[src/inc/perb_pkg.sv]
// perb_pkg: record layout, type codes and field positions for the
// profiling event record builder.
// assumes: a single core clock domain; no software-visible registers.
package perb_pkg;

   localparam int REC_BITS       = 256;
   localparam int TS_BITS        = 64;

   // record type codes; zero is never emitted
   localparam logic [7:0] CODE_INVALID   = 8'h00;
   localparam logic [7:0] CODE_VALSAMPLE = 8'h01;
   localparam logic [7:0] CODE_INSTRET   = 8'h02;
   localparam logic [7:0] CODE_BRRET     = 8'h03;
   localparam logic [7:0] CODE_DCMISS    = 8'h04;
   localparam logic [7:0] CODE_CLKNH     = 8'h05;
   localparam logic [7:0] CODE_REFCLKNH  = 8'h06;
   localparam logic [7:0] CODE_PROGEVT   = 8'hFF;

   // value-sample counter width and reset value
   localparam int          CNT_BITS      = 32;
   localparam logic [31:0] CNT_RESET     = 32'h0000_0000;

   // generic event source request from the counting logic
   typedef struct packed {
      logic [7:0]  code;
      logic [15:0] flags;
      logic [31:0] data;
      logic [63:0] instr_addr;
      logic [63:0] extra;
   } perb_evt_t;

   // value-sample instruction retirement
   typedef struct packed {
      logic [15:0] imm;
      logic [31:0] regmem;
      logic [63:0] regval;
      logic [63:0] instr_addr;
      logic        legacy_mode;
   } perb_vs_t;

   // completed 32-byte record, byte 31 at the top
   typedef struct packed {
      logic [63:0] timestamp;
      logic [63:0] extra;
      logic [63:0] instr_addr;
      logic [31:0] data;
      logic [15:0] flags;
      logic [7:0]  core_number;
      logic [7:0]  record_type_code;
   } perb_rec_t;

endpackage

[src/core/perb_builder.sv]
// perb_builder: assembles fixed 32-byte profiling event records and runs
// the value-sample counter.
// assumes: upstream retirement logic and the store stage share clk; the
// timestamp counter is driven from the same clock domain.
//
// Operation
// RULE1: byte 0 holds a type code from 1 to 255; zero never emitted
// RULE2: byte 1 copies the configured core number
// RULE3: fixed layout: flags, data, address, extra, timestamp
// RULE4: instruction address is effective address, code segment base excluded
// RULE5: timestamp field holds counter when enabled, else zero
// RULE6: fixed type codes 1..6 and 255 for the defined events
// RULE7: each value-sample decrements counter; going negative emits code 1; the builder drops that record when the slot is busy
// RULE8: value-sample flags carry low 16 bits of the immediate
// RULE9: value-sample data is reg/mem; extra is reg, zero-extended legacy
// RULE10: value-sample address is that instruction's address
// RULE11: reserved and undefined fields are written as zero; the builder zeroes them only in code 2 records
// RULE12: timestamp counter is zero-extended to 64 bits
// RULE13: record held stable with valid until store stage accepts
`timescale 1ns/1ps
`default_nettype none

module perb_builder
(
   input  wire logic                 clk,
   input  wire logic                 resetn,
   input  wire logic [7:0]           core_number_field,
   input  wire logic                 ts_enable,
   input  wire logic [55:0]          perf_timestamp_counter,
   input  wire logic                 evt_valid,
   input  wire perb_pkg::perb_evt_t  evt,
   input  wire logic                 vs_valid,
   input  wire perb_pkg::perb_vs_t   vs,
   input  wire logic                 cnt_load,
   input  wire logic [31:0]          cnt_load_value,
   output var  logic                 rec_valid,
   output var  perb_pkg::perb_rec_t  rec,
   input  wire logic                 rec_ready,
   output var  logic                 evt_dropped,
   output var  logic [31:0]          vs_counter
);

   // value-sample counter; underflow is the sign bit going set
   logic [31:0] next_vs_counter;
   logic        vs_underflow;
   logic        slot_free;
   logic        take_vs;
   logic        take_evt;
   logic        evt_code_ok;
   logic        evt_instret;
   logic [63:0] ts_field;
   perb_pkg::perb_rec_t vs_rec;
   perb_pkg::perb_rec_t evt_rec;
   perb_pkg::perb_rec_t next_rec;

   // RULE7 decrement and detect
   assign next_vs_counter = cnt_load ? cnt_load_value :
                            vs_valid ? vs_counter - 32'h0000_0001 :
                            vs_counter;
   // only the step from zero or above into negative emits; a counter
   // already below zero emits nothing until reloaded or until it wraps and counts down through zero again
   assign vs_underflow = vs_valid && !cnt_load
                         && !vs_counter[perb_pkg::CNT_BITS-1]
                         && next_vs_counter[perb_pkg::CNT_BITS-1];

   // RULE13 new record only once the slot is empty or being accepted
   assign slot_free = !rec_valid || rec_ready;
   assign take_vs   = slot_free && vs_underflow;
   // RULE1 a code of zero from upstream is dropped, never emitted
   assign evt_code_ok = evt.code != perb_pkg::CODE_INVALID;
   assign take_evt  = slot_free && !vs_underflow && evt_valid
                      && evt_code_ok;

   // RULE5 timestamp only when enabled
   // RULE12 zero-extended counter value
   assign ts_field = ts_enable ? {8'h00, perf_timestamp_counter}
                               : 64'h0000_0000_0000_0000;

   // RULE6 value sample uses its fixed code
   // RULE8 immediate low half into flags
   // RULE9 reg/mem and zero-extended register operand
   // RULE10 address of the value-sample instruction
   assign vs_rec.record_type_code = perb_pkg::CODE_VALSAMPLE;
   // RULE2 core number copy
   assign vs_rec.core_number      = core_number_field;
   assign vs_rec.flags            = vs.imm;
   assign vs_rec.data             = vs.regmem;
   // RULE4 effective address, no segment base added
   assign vs_rec.instr_addr       = vs.instr_addr;
   assign vs_rec.extra            = vs.legacy_mode ?
                                    {32'h0000_0000, vs.regval[31:0]} :
                                    vs.regval;
   assign vs_rec.timestamp        = ts_field;

   // RULE3 generic layout from upstream fields
   assign evt_rec.record_type_code = evt.code;
   assign evt_rec.core_number      = core_number_field;
   // RULE11 reserved fields forced to zero
   // only the retired-instruction layout is known here; the other
   // generic codes rely on upstream zeroing what they leave undefined
   assign evt_instret = evt.code == perb_pkg::CODE_INSTRET;
   assign evt_rec.flags            = evt_instret ? '0 : evt.flags;
   assign evt_rec.data             = evt_instret ? '0 : evt.data;
   assign evt_rec.instr_addr       = evt.instr_addr;
   assign evt_rec.extra            = evt_instret ? '0 : evt.extra;
   assign evt_rec.timestamp        = ts_field;

   assign next_rec = take_vs ? vs_rec : evt_rec;

   always_ff @(posedge clk)
   begin
      if (!resetn)
      begin
         vs_counter <= perb_pkg::CNT_RESET;
      end
      else
      begin
         vs_counter <= next_vs_counter;
      end
   end

   // RULE13 hold until accepted
   always_ff @(posedge clk)
   begin
      if (!resetn)
      begin
         rec_valid <= 1'b0;
         rec       <= '0;
      end
      else if (take_vs || take_evt)
      begin
         rec_valid <= 1'b1;
         rec       <= next_rec;
      end
      else if (rec_ready)
      begin
         rec_valid <= 1'b0;
      end
   end

   // a losing or blocked event is discarded, as the store stage may do;
   // counter reload after it is left to the counting logic
   always_ff @(posedge clk)
   begin
      if (!resetn)
      begin
         evt_dropped <= 1'b0;
      end
      else
      begin
         evt_dropped <= (evt_valid && !take_evt)
                        || (vs_underflow && !take_vs);
      end
   end

   // RULE13 record frozen while stalled
   a_hold_stable: assert property ( // RULE13
      @(posedge clk) disable iff (!resetn)
      rec_valid && !rec_ready |=> rec_valid && $stable(rec))
      else $error("record changed before acceptance");

   // RULE13 accepted record leaves
   a_valid_release: assert property ( // RULE13
      @(posedge clk) disable iff (!resetn)
      rec_valid && rec_ready && !take_vs && !take_evt |=> !rec_valid)
      else $error("accepted record still shown as valid");

   // RULE13 busy slot refuses
   a_drop_busy: assert property ( // RULE13
      @(posedge clk) disable iff (!resetn)
      evt_valid && rec_valid && !rec_ready |=> evt_dropped)
      else $error("event on a busy slot not reported as dropped");

   // RULE13 drop follows a request
   a_drop_cause: assert property ( // RULE13
      @(posedge clk) disable iff (!resetn)
      evt_dropped |-> $past(evt_valid) || $past(vs_valid))
      else $error("drop reported without a request");

   // RULE1 zero code never shown
   a_code_nonzero: assert property ( // RULE1
      @(posedge clk) disable iff (!resetn)
      rec_valid |-> rec.record_type_code != perb_pkg::CODE_INVALID)
      else $error("record carries type code zero");

   // RULE1 zero code refused
   a_drop_zero: assert property ( // RULE1
      @(posedge clk) disable iff (!resetn)
      evt_valid && evt.code == perb_pkg::CODE_INVALID |=> evt_dropped)
      else $error("event with type code zero not dropped");

   // RULE2 core number copied
   a_core_copy: assert property ( // RULE2
      @(posedge clk) disable iff (!resetn)
      (take_vs || take_evt) |=> rec.core_number == $past(core_number_field))
      else $error("core number not copied");

   // RULE3 generic fields in place
   a_evt_layout: assert property ( // RULE3
      @(posedge clk) disable iff (!resetn)
      take_evt && evt.code != perb_pkg::CODE_INSTRET
      |=> rec.record_type_code == $past(evt.code)
         && rec.flags == $past(evt.flags) && rec.data == $past(evt.data)
         && rec.extra == $past(evt.extra))
      else $error("generic record fields misplaced");

   // RULE4 address passed unchanged
   a_evt_addr: assert property ( // RULE4
      @(posedge clk) disable iff (!resetn)
      take_evt |=> rec.instr_addr == $past(evt.instr_addr))
      else $error("event instruction address altered");

   // RULE11 reserved fields zero
   a_reserved_zero: assert property ( // RULE11
      @(posedge clk) disable iff (!resetn)
      take_evt && evt.code == perb_pkg::CODE_INSTRET
      |=> rec.flags == 16'h0 && rec.data == 32'h0 && rec.extra == 64'h0)
      else $error("retired-instruction record has reserved bits set");

   // RULE5 timestamp off gives zero
   a_ts_zero: assert property ( // RULE5
      @(posedge clk) disable iff (!resetn)
      (take_vs || take_evt) && !ts_enable |=> rec.timestamp == 64'h0)
      else $error("timestamp not zero when disabled");

   // RULE12 timestamp zero-extended
   a_ts_extend: assert property ( // RULE12
      @(posedge clk) disable iff (!resetn)
      (take_vs || take_evt) && ts_enable
      |=> rec.timestamp[63:56] == 8'h00
         && rec.timestamp[55:0] == $past(perf_timestamp_counter))
      else $error("timestamp not zero-extended");

   // RULE7 count down per sample
   a_vs_decrement: assert property ( // RULE7
      @(posedge clk) disable iff (!resetn)
      vs_valid && !cnt_load
      |=> vs_counter == $past(vs_counter) - 32'h0000_0001)
      else $error("value-sample counter did not decrement");

   // RULE7 reload wins
   a_load_wins: assert property ( // RULE7
      @(posedge clk) disable iff (!resetn)
      cnt_load |=> vs_counter == $past(cnt_load_value))
      else $error("counter reload not applied");

   // RULE7 idle counter holds
   a_counter_hold: assert property ( // RULE7
      @(posedge clk) disable iff (!resetn)
      !vs_valid && !cnt_load |=> $stable(vs_counter))
      else $error("counter moved without a sample");

   // RULE7 step to negative emits
   a_vs_underflow: assert property ( // RULE7
      @(posedge clk) disable iff (!resetn)
      vs_valid && !cnt_load && vs_counter == 32'h0000_0000
         && (!rec_valid || rec_ready)
      |=> rec_valid && rec.record_type_code == perb_pkg::CODE_VALSAMPLE)
      else $error("underflow did not emit a value-sample record");

   // RULE7 negative counter stays quiet
   a_vs_once: assert property ( // RULE7
      @(posedge clk) disable iff (!resetn)
      vs_valid && !cnt_load && !evt_valid
         && vs_counter[perb_pkg::CNT_BITS-1]
      |=> !rec_valid || $stable(rec))
      else $error("counter already negative emitted a record");

   // RULE6 value-sample code and flags
   a_vs_emits: assert property ( // RULE6
      @(posedge clk) disable iff (!resetn)
      take_vs |=> rec_valid
         && rec.record_type_code == perb_pkg::CODE_VALSAMPLE
         && rec.flags == $past(vs.imm)
         && rec.instr_addr == $past(vs.instr_addr))
      else $error("value-sample record wrong");

   // RULE10 value-sample address
   a_vs_addr: assert property ( // RULE10
      @(posedge clk) disable iff (!resetn)
      take_vs |=> rec.instr_addr == $past(vs.instr_addr))
      else $error("value-sample instruction address wrong");

   // RULE9 register or memory operand
   a_vs_operands: assert property ( // RULE9
      @(posedge clk) disable iff (!resetn)
      take_vs |=> rec.data == $past(vs.regmem)
         && (!$past(vs.legacy_mode) || rec.extra[63:32] == 32'h0))
      else $error("value-sample operands wrong");

   // RULE9 register operand extension
   a_vs_extra: assert property ( // RULE9
      @(posedge clk) disable iff (!resetn)
      take_vs |=> rec.extra == ($past(vs.legacy_mode)
         ? {32'h0000_0000, $past(vs.regval[31:0])} : $past(vs.regval)))
      else $error("value-sample register operand wrong");

   c_vs_record: cover property (@(posedge clk) disable iff (!resetn)
      take_vs);
   c_evt_record: cover property (@(posedge clk) disable iff (!resetn)
      take_evt);
   c_backpressure: cover property (@(posedge clk) disable iff (!resetn)
      rec_valid && !rec_ready ##1 rec_valid && !rec_ready ##1 rec_ready);
   c_vs_beats_evt: cover property (@(posedge clk) disable iff (!resetn)
      take_vs && evt_valid);
   c_legacy_sample: cover property (@(posedge clk) disable iff (!resetn)
      take_vs && vs.legacy_mode);

endmodule

`default_nettype wire

[config.mk]
export PLATFORM = sky130hd
export DESIGN_NAME = perb_builder
export DESIGN_NICKNAME = d
export VERILOG_FILES = /design/src/inc/perb_pkg.sv /design/src/core/perb_builder.sv
export SDC_FILE = /design/constraint.sdc
export NUM_CORES = 1
export LEC_CHECK = 0
export BUFFER_PORTS_ARGS = -buffer_cell sky130_fd_sc_hd__buf_2
export CAP_MARGIN = 20
export CORE_AREA = 5 5 288 290
export CTS_CLUSTER_DIAMETER = 50
export DETAILED_ROUTE_END_ITERATION = 12
export DIE_AREA = 0 0 293 295
export RECOVER_POWER = 50
export SLEW_MARGIN = 20
export SYNTH_ARGS = -nofsm -noshare
export SYNTH_HDL_FRONTEND = slang
export SYNTH_SLANG_ARGS = --single-unit
[constraint.sdc]
create_clock -name clk -period 3.4 [get_ports clk]
set_input_delay 0.34 -clock clk [delete_from_list [all_inputs] [get_ports clk]]
set_output_delay 0.34 -clock clk [all_outputs]
set_load 0.01 [all_outputs]
=== Word level (Yosys, flattened, before mapping) ===
Cells that the tools add are included.

* Muxes and demuxes: 10
* Add/subtract/negate cells: 1
* Reductions and logical operators: 21
* Equality and inequality tests: 1

{| class="wikitable"
|+ Operators with widths
! kind !! count
|-
| 2-to-1 mux 192 bit || 1
|-
| 2-to-1 mux 64 bit || 2
|-
| 2-to-1 mux 32 bit || 3
|-
| 2-to-1 mux 56 bit || 1
|-
| subtractor 32 x 1 -> 32 bit, second input constant || 1
|-
| 2-to-1 mux 16 bit || 1
|-
| logical AND 1 bit || 9
|-
| equality test 8 x 2 -> 1 bit, second input constant || 1
|-
| nonzero test 8 bit || 1
|-
| logical NOT 1 bit || 6
|-
| nonzero test 2 bit || 2
|-
| logical OR 1 bit || 3
|-
| 2-to-1 mux 1 bit || 2
|}

* Flip-flop bits (word level): 282
* Word-level logic and storage cells: 44
* Output and inout port bits: 290

=== Depth between registers and ports, before layout ===
Gate-level depths: netlist of run 1.

* Depth in word-level cells: 11
* Depth in mapped cells: 7
* Depth with buffers taken out: 6

=== Least setup slack after synthesis of run 1 ===
No wires, ideal clock.

* Path kind: reg2reg
* Start: register vs_counter[19]
* End: register vs_counter[26]
* Cell stages (with the launch flop): 5
* Slack: 1.328 ns
* Library setup time: 0.074 ns
* Arrival time: 1.997 ns
* Period minus slack after synthesis: 2.072 ns
* Cells stage by stage: dfxtp_1 -> or4_4 -> or4_1 -> or4_1 -> a31oi_1

* Longest elaborated chain between the ends: 3

{| class="wikitable"
|+ Ends and longest elaborated chain
! what !! line !! source
|-
| start, declared || perb_builder.sv:40 || <nowiki>output var logic [31:0] vs_counter</nowiki>
|-
| start signal, assigned || perb_builder.sv:114 || <nowiki>vs_counter <= perb_pkg::CNT_RESET;</nowiki>
|-
| start signal, assigned || perb_builder.sv:118 || <nowiki>vs_counter <= next_vs_counter;</nowiki>
|-
| subtractor 32 x 1 -> 32 bit || perb_builder.sv:58 || <nowiki>vs_valid ? vs_counter - 32'h0000_0001 :</nowiki>
|-
| 2-to-1 mux 32 bit || perb_builder.sv:58 ||
|-
| 2-to-1 mux 32 bit || perb_builder.sv:57 || <nowiki>assign next_vs_counter = cnt_load ? cnt_load_value :</nowiki>
|}

Every way passes these cells. The select of a mux whose other input is x is not followed.
A chain may end at the register's enable or synchronous reset.

=== Worst setup path in the final report of run 1 ===
* Start: register vs_counter[23]
* End: register rec[61] (netlist bit)

* Longest elaborated chain between the ends: 9
* Elaborated cells between the ends (all ways): 11

{| class="wikitable"
|+ Ends and longest elaborated chain
! what !! line !! source
|-
| subtractor 32 x 1 -> 32 bit (*) || perb_builder.sv:58 ||
|-
| 2-to-1 mux 32 bit (*) || perb_builder.sv:58 ||
|-
| 2-to-1 mux 32 bit (*) || perb_builder.sv:57 ||
|-
| logical AND 1 bit (*) || perb_builder.sv:64 || <nowiki>&& next_vs_counter[perb_pkg::CNT_BITS-1];</nowiki>
|-
| logical NOT 1 bit || perb_builder.sv:71 || <nowiki>assign take_evt = slot_free && !vs_underflow && evt_valid</nowiki>
|-
| logical AND 1 bit (2 in a row) || perb_builder.sv:71 ||
|-
| logical AND 1 bit || perb_builder.sv:72 || <nowiki>&& evt_code_ok;</nowiki>
|-
| logical OR 1 bit || perb_builder.sv:130 || <nowiki>else if (take_vs || take_evt)</nowiki>
|-
| end signal, assigned || perb_builder.sv:133 || <nowiki>rec <= next_rec;</nowiki>
|-
| end, declared || perb_builder.sv:37 || <nowiki>output var perb_pkg::perb_rec_t rec,</nowiki>
|}

Every way passes the cells marked *; elsewhere a longest branch is shown, timed or not. The select of a mux whose other input is x is not followed.

==> summary.md, run 1 <==
| Metric | Value |
|---|---|
| Yosys cell types | `51` |
| FFs w/ async S/R, synth | `0` |
| Fmax | `318 MHz` |
| CP Data Required Time | `3.82 ns` |
| Worst IR drop on VDD | `0.294 mV` |
| Fin crit period | `3.15 ns` |
| Clock Tree Buf Depth | `3` |
| Setup TNS | `0 ns` |
| Syn-to-layout area delta | `53.4%` |
| Die W | `293 um` |
| Sequential-to-total area share from yosys stat | `0.430` |
| Final Hold Fails | `0` |
| Pre-antenna DRT Iters | `5` |
| Antenna Nets Post-Route | `0` |
| Status | `complete, no violations` |
| CTS buffer count | `47` |
| Grt total ovfl | `0` |
| Mapped Cells | `1,438` |
| Leading area contributor after synthesis | `dfxtp_1` |
| CP Max Fanout | `93` |
| Nets | `2,666` |
| Crit end category | `flop` |
| Die Area | `0.0864 mm^2` |
| Synth top area share | `0.430` |
| Starting Density | `0.164` |
| Final setup vio count | `0` |
| Core area | `0.0800 mm^2` |
| Vias per cell | `4.57` |
| Antenna violations before repair | `45` |
| Die extent in y | `295 um` |
| CTS tree | `built` |
| Pin count of the biggest net entering global routing | `147` |
| Clk sink count | `282` |
| Startpoint type of the worst setup path | `flop` |
| First-pass GRT wire length | `106,000 um` |
| Top FF cell, synth | `dfxtp_1` |
| Synth top area cells | `dfxtp_1 (43%), mux2i_1 (12%), o41ai_1 (9.8%), a21oi_1 (6.1%), nand2_1 (5.3%)` |
| Register area | `0.00565 mm^2` |
| Synthesized area | `0.0131 mm^2` |
| Hold Buf Count CTS | `83` |
| GP Congestion | `0.854` |
| Share of layout cells above drive strength 1 | `0.275` |
| Worst Tran Pin Value | `1.04 ns` |
| Initial DRC Count | `955` |
| Slew Limit Headroom | `0.306` |
| RSZ-0062 raised after global routing | `no` |
| Remaining DRCs | `0` |
| H-tree depth | `2` |
| Worst hold path type | `in2reg` |
| Seq cells post-synth | `282` |
| CP arrival | `3.57 ns` |
| Resize count post-CTS | `0` |
| Power, Total | `9950 uW` |
| Worst skew pair latency | `0.58 ns` |
| Setup bufs post-CTS | `0` |
| GR Util All Layers | `0.163` |
| Dpl hpwl | `58,600 um` |
| Ys Warns | `0` |
| Footprint of the multi-input gates | `0.00678 mm^2` |
| Clock root cell | `clkbuf_16` |
| Pwr dens | `495 mW/mm^2` |
| Port bufs | `745` |
| Max Cap Viol | `0` |
| Crit share post-route | `0.926` |
| Worst Setup Path Type | `reg2reg` |
| Final wirelength | `76,200 um` |
| I/O pin count | `754` |
| Fillers | `8,772` |
| Post-synth EDFFs | `0` |
| Number of global-route vias before repair | `15,055` |
| Routed len/inst | `23.0 um` |
| Total number of vias | `15,138` |
| Leakage Power | `0.00793 uW` |
| Slew Viols, Final | `0` |
| Cell Rows | `104` |
| Mean Syn Cell Area | `9.12 um^2` |
| Clock Skew | `0.0275 ns` |
| Clock slew at reported path FFs | `0.06 ns` |
## final timing paths
kind / from / endpoint / slack, ns / depth (start not counted)
setup / recovery: vs_counter[23]$_SDFFE_PN0P_ / rec[61]$_SDFFE_PN0P_ / 0.25 / 5
hold / removal: cnt_load_value[0] / vs_counter[0]$_SDFFE_PN0P_ / 0.04 / 3
setup reg to reg: vs_counter[23]$_SDFFE_PN0P_ / rec[61]$_SDFFE_PN0P_ / 0.25 / 5
hold reg to reg: rec[235]$_SDFFE_PN0P_ / rec[235]$_SDFFE_PN0P_ / 0.45 / 2
## flip-flops by register name, summed over array words and instances, names as in the netlist
| signal | cells |
|---|---|
| evt_dropped | 1 |
| rec_valid | 1 |
| rec | 248 |
| vs_counter | 32 |
## metrics by stage
stage,setup slack (ns),util,std cells,area [um^2],hold WS [ns]
after floorplan,1.33,-,1445,13100,0.476
after CTS,0.324,0.255,3300,20400,0.000152
after global placement,0.371,0.226,3129,18000,0.439
final,0.251,0.251,3316,20100,0.0358
after global routing,0.231,0.251,3308,20100,0.0178
after detailed placement,0.368,0.226,3129,18000,0.446
## cells by family (layout without fill, tap and decap cells)
group	after synthesis	after routing	share of synthesized area
AO/OA/AOI/OAI	487	487	0.260
AND/OR/NAND/NOR	318	318	0.119
flip-flops	282	282	0.430
buffers and inverters	176	971	0.0585
multiplexers	162	162	0.124
XOR/XNOR	11	11	0.00735
adder cells (fa/ha/maj)	1	1	0.000954
other	1	24	0.000286
## layer usage
metal	vias to the layer above	track usage	wire [um]
li1	7044	-	-
met1	7158	0.195	29600
met2	770	0.283	36700
met3	156	0.0503	7380
met4	10	0.0498	2500
met5	-	0	69
## cells in the mapped netlist, drive strengths merged, types with 3 or more instances
master and count:
inv 5, nand4b 3, mux2i 162, nor3b 4, xor2 7, o31ai 13
nor3 7, or3 8, nand4 9, nor4 11, a21oi 160, dfxtp 282
a22oi 80, a32oi 33, nor2 18, nand2 184, xnor2 4, o41ai 146
clkbuf 139, nand3 7, o21ai 27, buf 31, or4 20, and2 34
a31oi 15, a211oi 4, nor4b 3
## where the power goes
group          switching, uW  total [uW]  internal [uW]
Clock                   1870        4680           2810
Sequential               153        3660           3510
Combinational            935        1610            675
## layout make-up
class	instances	share of cell area
Antenna cell	16	0.00199
Clock buffer	59	0.0638
Clock inverter	29	0.0132
Inverter	6	0.00112
Multi-Input combinational cell	987	0.337
Sequential cell	282	0.281
Tap cell	1060	0.0659
Timing Repair Buffer	877	0.236
## worst max-delay path, cell delays in order (launching register included)
cell and delay [ns]:
dfxtp_1 0.37, nor4_1 0.71, nand4_1 0.50, buf_12 0.33, o41ai_1 0.81, a21oi_1 0.08
## cell usage in the layout, fill, tap and decap left out, types with 7 or more instances in the layout
cell type	synthesis	layout
nand4_1	9	9
conb_1	1	8
mux2i_1	162	162
o31ai_1	13	13
dfxtp_1	282	282
dlygate4sd3_1	0	83
a21oi_1	160	160
or3_1	8	8
a32oi_1	33	33
o41ai_1	146	145
or4_1	19	18
o21ai_0	27	27
and2_1	34	32
buf_2	7	470
buf_4	14	35
nor4_1	8	8
a22oi_1	80	80
diode_2	0	16
buf_12	0	13
clkbuf_16	0	48
clkbuf_1	139	282
inv_6	0	9
xor2_1	7	7
nor2_1	18	17
a31oi_1	15	15
nand2_1	184	184
Note: power is estimated with default switching activity, not from simulation.
==> inputs of run 2 (changes only) <==
- RECOVER_POWER: 50 -> default
==> run 2 against run 1 <==
  * Utilization up 0.44 points
  * Maximum frequency up 0.52%
  * Wire length down 0.25%
  * Critical path depth unchanged
  * Design area up 1.7%
  * First-iteration DRC count down 12%
  * Clock power about the same
  * Largest cell class unchanged
==> summary.md, run 2 (same netlist as run 1, synthesis figures left out) <==
| Metric | Value |
|---|---|
| GR Util All Layers | `0.163` |
| Largest regs | `rec: 248 flops, vs_counter: 32 flops` |
| Clk sink count | `282` |
| Worst skew pair latency | `0.57 ns` |
| RSZ-0062 raised after global routing | `no` |
| Non-Filler Instances | `3,316` |
| Cell Rows | `104` |
| Slew Viols, Final | `0` |
| Syn-to-layout area delta | `56.0%` |
| Clock root cell | `clkbuf_16` |
| Power, Total | `9990 uW` |
| GP Congestion | `0.854` |
| CTS buffer count | `47` |
| Setup bufs post-CTS | `0` |
| Max Cap Viol | `0` |
| Crit end category | `flop` |
| Die W | `293 um` |
| Worst Setup Path Type | `reg2reg` |
| Setup TNS | `0 ns` |
| Final core utilization | `0.256` |
| CP Max Fanout | `31` |
| Total number of vias | `15,101` |
| Pwr dens | `488 mW/mm^2` |
| Final setup vio count | `0` |
| Share of layout cells above drive strength 1 | `0.399` |
| Die extent in y | `295 um` |
| Commonest non-fill, non-tap cells in the layout | `buf_2 (744), dfxtp_1 (282), nand2_1 (184)` |
| Status | `complete, no violations` |
| Most common cell after layout, fill and taps aside | `buf_2` |
| Remaining DRCs | `0` |
| I/O pin count | `754` |
| Pre-antenna DRT Iters | `5` |
| Largest Register | `rec` |
| CP cell instances | `nor4_1 > nand4_1 > or4_4 > buf_4 > a21oi_1` |
| Slowest stage cell on the critical path | `or4_4` |
| Port bufs | `745` |
| Nets | `2,666` |
| Number of global-route vias before repair | `15,055` |
| Buffers and inverters on the worst path | `1` |
| Leakage Power | `0.00902 uW` |
| CP arrival | `3.62 ns` |
| Fmax | `319 MHz` |
| First-pass GRT wire length | `106,000 um` |
| Final worst slack | `0.267 ns` |
| Core area | `0.0800 mm^2` |
| H-tree depth | `2` |
| Crit share post-route | `0.921` |
| Worst IR drop on VDD | `0.293 mV` |
| Max incr delay on CP | `0.93 ns` |
| Slew Limit Headroom | `0.317` |
| Vias per cell | `4.55` |
| CTS tree | `built` |
| Final wirelength | `76,100 um` |
| Starting Density | `0.164` |
| Fin crit period | `3.13 ns` |
| Pin count of the biggest net entering global routing | `147` |
| DP Cell Count | `3,129` |
| Startpoint type of the worst setup path | `flop` |
| Clock Skew | `0.0238 ns` |
| Dpl hpwl | `58,600 um` |
| Antenna violations before repair | `45` |
| Die Area | `0.0864 mm^2` |
| Fillers | `8,616` |
| Initial DRC Count | `844` |
| Worst Tran Pin Value | `1.02 ns` |
| Pre-CTS setup slack | `0.368 ns` |
| CP Data Required Time | `3.89 ns` |
| Max reg flops | `248` |
| Grt total ovfl | `0` |
| Top delay family on crit path | `simple AND/OR/NAND/NOR gates` |
| Routed len/inst | `22.9 um` |
| Clock slew at reported path FFs | `0.05 ns` |
| Antenna Nets Post-Route | `0` |
| Worst hold path type | `in2reg` |
| Clock Tree Buf Depth | `3` |
| Final Hold Fails | `0` |
## run 2: changes by cell type in the layout (fill, tap and decap cells not counted), sizes merged
cell    change
buf       +275
clkbuf    -275
## run 2: worst register-to-register path, delay by kind of cell (launching register included)
| kind | cells | cell delay (ns) |
|---|---|---|
| AO/OA/AOI/OAI | 1 | 0.15 |
| buffers and inverters | 1 | 0.38 |
| flip-flops | 1 | 0.37 |
| AND/OR/NAND/NOR | 3 | 2.15 |
## run 2: power breakdown
group	switching [uW]	internal, uW
clock network	1860	2810
registers	148	3510
logic	932	727
## run 2: stage by stage
step	area [um^2]	hold WS [ns]
after floorplan	13100	0.476
after global placement	18000	0.439
after detailed placement	18000	0.446
after CTS	20400	0.000152
after global routing	20400	0.0178
final	20500	0.0356
## run 2: routing by layer
layer,global-route usage,share of wire,up-vias
met3,0.0503,0.093,147
met5,0,0.00080,-
met4,0.0498,0.031,10
li1,-,-,7044
met2,0.283,0.48,770
met1,0.195,0.39,7130
## run 2: cell type report
type | count | area [um^2] | area share
Antenna cell | 16 | 40.0 | 0.00196
Clock buffer | 59 | 1280 | 0.0627
Clock inverter | 29 | 265 | 0.0130
Inverter | 6 | 22.5 | 0.00110
Multi-Input combinational cell | 987 | 6780 | 0.331
Sequential cell | 282 | 5650 | 0.276
Tap cell | 1060 | 1330 | 0.0648
Timing Repair Buffer | 877 | 5100 | 0.249
## run 2: repair_timing
item	4_1_cts	5_1_grt
resized for setup	0	0
hold endpoints to repair	83	0
hold buffers	83	0
## run 2: worst paths after layout
kind,from,to,slack (ns),cells past startpoint
hold / removal,cnt_load_value[0],vs_counter[0]$_SDFFE_PN0P_,0.04,3
setup reg to reg,vs_counter[23]$_SDFFE_PN0P_,rec[127]$_SDFFE_PN0P_,0.27,5
hold reg to reg,rec[235]$_SDFFE_PN0P_,rec[235]$_SDFFE_PN0P_,0.45,2
setup / recovery,vs_counter[23]$_SDFFE_PN0P_,rec[127]$_SDFFE_PN0P_,0.27,5
==> inputs of run 3 (changes only) <==
==> constraint.sdc (replaced) <==
create_clock -name clk -period 3.4 [get_ports clk]
set_input_delay 0.68 -clock clk [delete_from_list [all_inputs] [get_ports clk]]
set_output_delay 0.68 -clock clk [all_outputs]
set_load 0.01 [all_outputs]
==> run 3 against run 2 <==
  * Sequential power barely moved
  * Via count decreased by 0.79%
  * Maximum frequency rose by 9.1%
  * Setup slack better by 0.26 ns
  * Power increased by 1.1%
  * Clock skew is 0.0015 ns lower
  * Non-clock buffer count shrank 61
  * First-iteration DRC count is 15% higher
  * Sequential share of layout area grew 0.81 points
  * Critical path depth is 1 higher
  * Combinational power fell by 3%
==> summary.md, run 3 (same netlist as run 1, synthesis figures left out) <==
| Metric | Value |
|---|---|
| Status | `complete, no violations` |
| Share of layout cells above drive strength 1 | `0.422` |
| CP Max Fanout | `50` |
| Pin count of the biggest net entering global routing | `116` |
| Startpoint type of the worst setup path | `flop` |
| Port bufs | `745` |
| Clock root cell | `clkbuf_16` |
| CTS tree | `built` |
| H-tree depth | `2` |
| Fin crit period | `2.87 ns` |
| Pre-antenna DRT Iters | `5` |
| Placed Area | `0.0182 mm^2` |
| Logic pwr share | `0.160` |
| Slowest stage cell on the critical path | `nor4_2` |
| Dpl hpwl | `59,400 um` |
| DP Cell Count | `3,151` |
| Die Area | `0.0864 mm^2` |
| Switching pwr | `2960 uW` |
| Slew Limit Headroom | `0.510` |
| Seq pwr share | `0.362` |
| Cell Rows | `104` |
| Number of global-route vias before repair | `14,691` |
| Initial DRC Count | `974` |
| Grt total ovfl | `0` |
| Pwr dens | `508 mW/mm^2` |
| Clk sink count | `282` |
| Setup TNS | `0 ns` |
| Die extent in y | `295 um` |
| Worst Tran Pin Value | `0.729 ns` |
| WP depth | `6` |
| Worst Setup Path Type | `reg2reg` |
| Remaining DRCs | `0` |
| Critical Path Start | `vs_counter[10]$_SDFFE_PN0P_` |
| Crit share post-route | `0.844` |
| Final core utilization | `0.248` |
| Largest regs | `rec: 248 flops, vs_counter: 32 flops` |
| Clock slew at reported path FFs | `0.06 ns` |
| Antenna Nets Post-Route | `0` |
| Nets | `2,605` |
| Post-route cell area | `0.0199 mm^2` |
| Worst skew pair latency | `0.57 ns` |
| Resize count post-CTS | `0` |
| Clock Tree Buf Depth | `3` |
| First-pass GRT wire length | `104,000 um` |
| I/O pin count | `754` |
| Number of cells on the worst reg-to-reg path | `6` |
| Fillers | `8,791` |
| Non-Filler Instances | `3,252` |
| Footprint of the multi-input gates | `0.00678 mm^2` |
| Commonest non-fill, non-tap cells in the layout | `buf_2 (744), dfxtp_1 (282), nand2_1 (184)` |
| Total number of vias | `14,981` |
| Antenna violations before repair | `52` |
| Crit end category | `flop` |
| Syn-to-layout area delta | `51.6%` |
| Worst Hold Depth | `3` |
| Core area | `0.0800 mm^2` |
| CP cell instances | `nor4_2 > nand4_1 > buf_12 > o41ai_1 > buf_4 > a21oi_1` |
| Top delay family on crit path | `simple AND/OR/NAND/NOR gates` |
| Int Pwr | `7140 uW` |
| Final Hold Fails | `0` |
| Clock Skew | `0.0223 ns` |
| Most common cell after layout, fill and taps aside | `buf_2` |
| Starting Density | `0.164` |
| Hold Buf Count CTS | `0` |
| Power, Total | `10,100 uW` |
| CP Data Required Time | `3.81 ns` |
| Clock share of power | `0.478` |
| Final setup vio count | `0` |
| Die W | `293 um` |
| Buffers and inverters on the worst path | `2` |
| Setup bufs post-CTS | `0` |
| Final wirelength | `75,300 um` |
| GR Util All Layers | `0.160` |
| Max Cap Viol | `0` |
| Max reg flops | `248` |
| Vias per cell | `4.61` |
| Worst IR drop on VDD | `0.284 mV` |
| Worst hold path type | `in2reg` |
| Max incr delay on CP | `0.57 ns` |
| Largest Register | `rec` |
| Routed len/inst | `23.2 um` |
| R2R Path Start | `vs_counter[10]$_SDFFE_PN0P_` |
| Worst min-delay path startpoint | `perf_timestamp_counter[49]` |
| Register area | `0.00565 mm^2` |
| CP arrival | `3.28 ns` |
| GP Congestion | `0.842` |
| CTS buffer count | `47` |
| Fmax | `348 MHz` |
| RSZ-0062 raised after global routing | `no` |
| Switching share of power | `0.293` |
| Slew Viols, Final | `0` |
| Leakage Power | `0.00883 uW` |
## run 3: cell types whose count changed in the layout (fill, tap and decap cells not counted), sizes merged
| cell | delta |
|---|---|
| bufinv | +1 |
| inv | +1 |
| buf | +22 |
| diode | -2 |
| clkinvlp | -1 |
| clkbuf | -2 |
| dlygate4sd3 | -83 |
## run 3: worst paths after layout
| kind | end | slack (ns) |
|---|---|---|
| worst min-delay path | rec[241]$_SDFFE_PN0P_ | 0.35 |
| worst min register to register | rec[13]$_SDFFE_PN0P_ | 0.45 |
| worst max-delay path | rec[107]$_SDFFE_PN0P_ | 0.53 |
| worst max register to register | rec[107]$_SDFFE_PN0P_ | 0.53 |
## run 3: power by group through the flow
stage,Sequential [uW],Combinational (uW),Clock (uW)
after floorplan,3790,681,0
after global placement,3720,1620,0
after detailed placement,3720,1630,0
after CTS,3650,1630,4950
after global routing,3680,1750,5100
final,3650,1610,4830
## run 3: layout make-up
class | count | area share
well taps | 1060 | 0.0667
clock inverters | 30 | 0.0147
clock buffers | 57 | 0.0656
inverters | 6 | 0.00113
repair buffers | 816 | 0.225
diodes | 14 | 0.00176
multi-input cells | 987 | 0.341
flip-flops and latches | 282 | 0.284
## run 3: worst register-to-register path: stages (launching register included)
cell and delay (ns):
dfxtp_1 0.37, nor4_2 0.57, nand4_1 0.55, buf_12 0.36, o41ai_1 0.61, buf_4 0.22, a21oi_1 0.04
## run 3: routing by layer
metal | track usage | up-vias | routed length (um)
li1 | - | 6918 | -
met1 | 0.194 | 7145 | 30100
met2 | 0.269 | 741 | 35700
met3 | 0.0515 | 163 | 6720
met4 | 0.0575 | 14 | 2690
met5 | 0 | - | 106
## run 3: per-stage QoR
step | worst slack [ns] | hold WS [ns]
3_3_place_gp | 0.227 | 0.440
2_1_floorplan | 1.02 | 0.479
5_1_grt | 0.343 | 0.309
4_1_cts | 0.368 | 0.295
3_5_place_dp | 0.165 | 0.445
6_report | 0.529 | 0.350
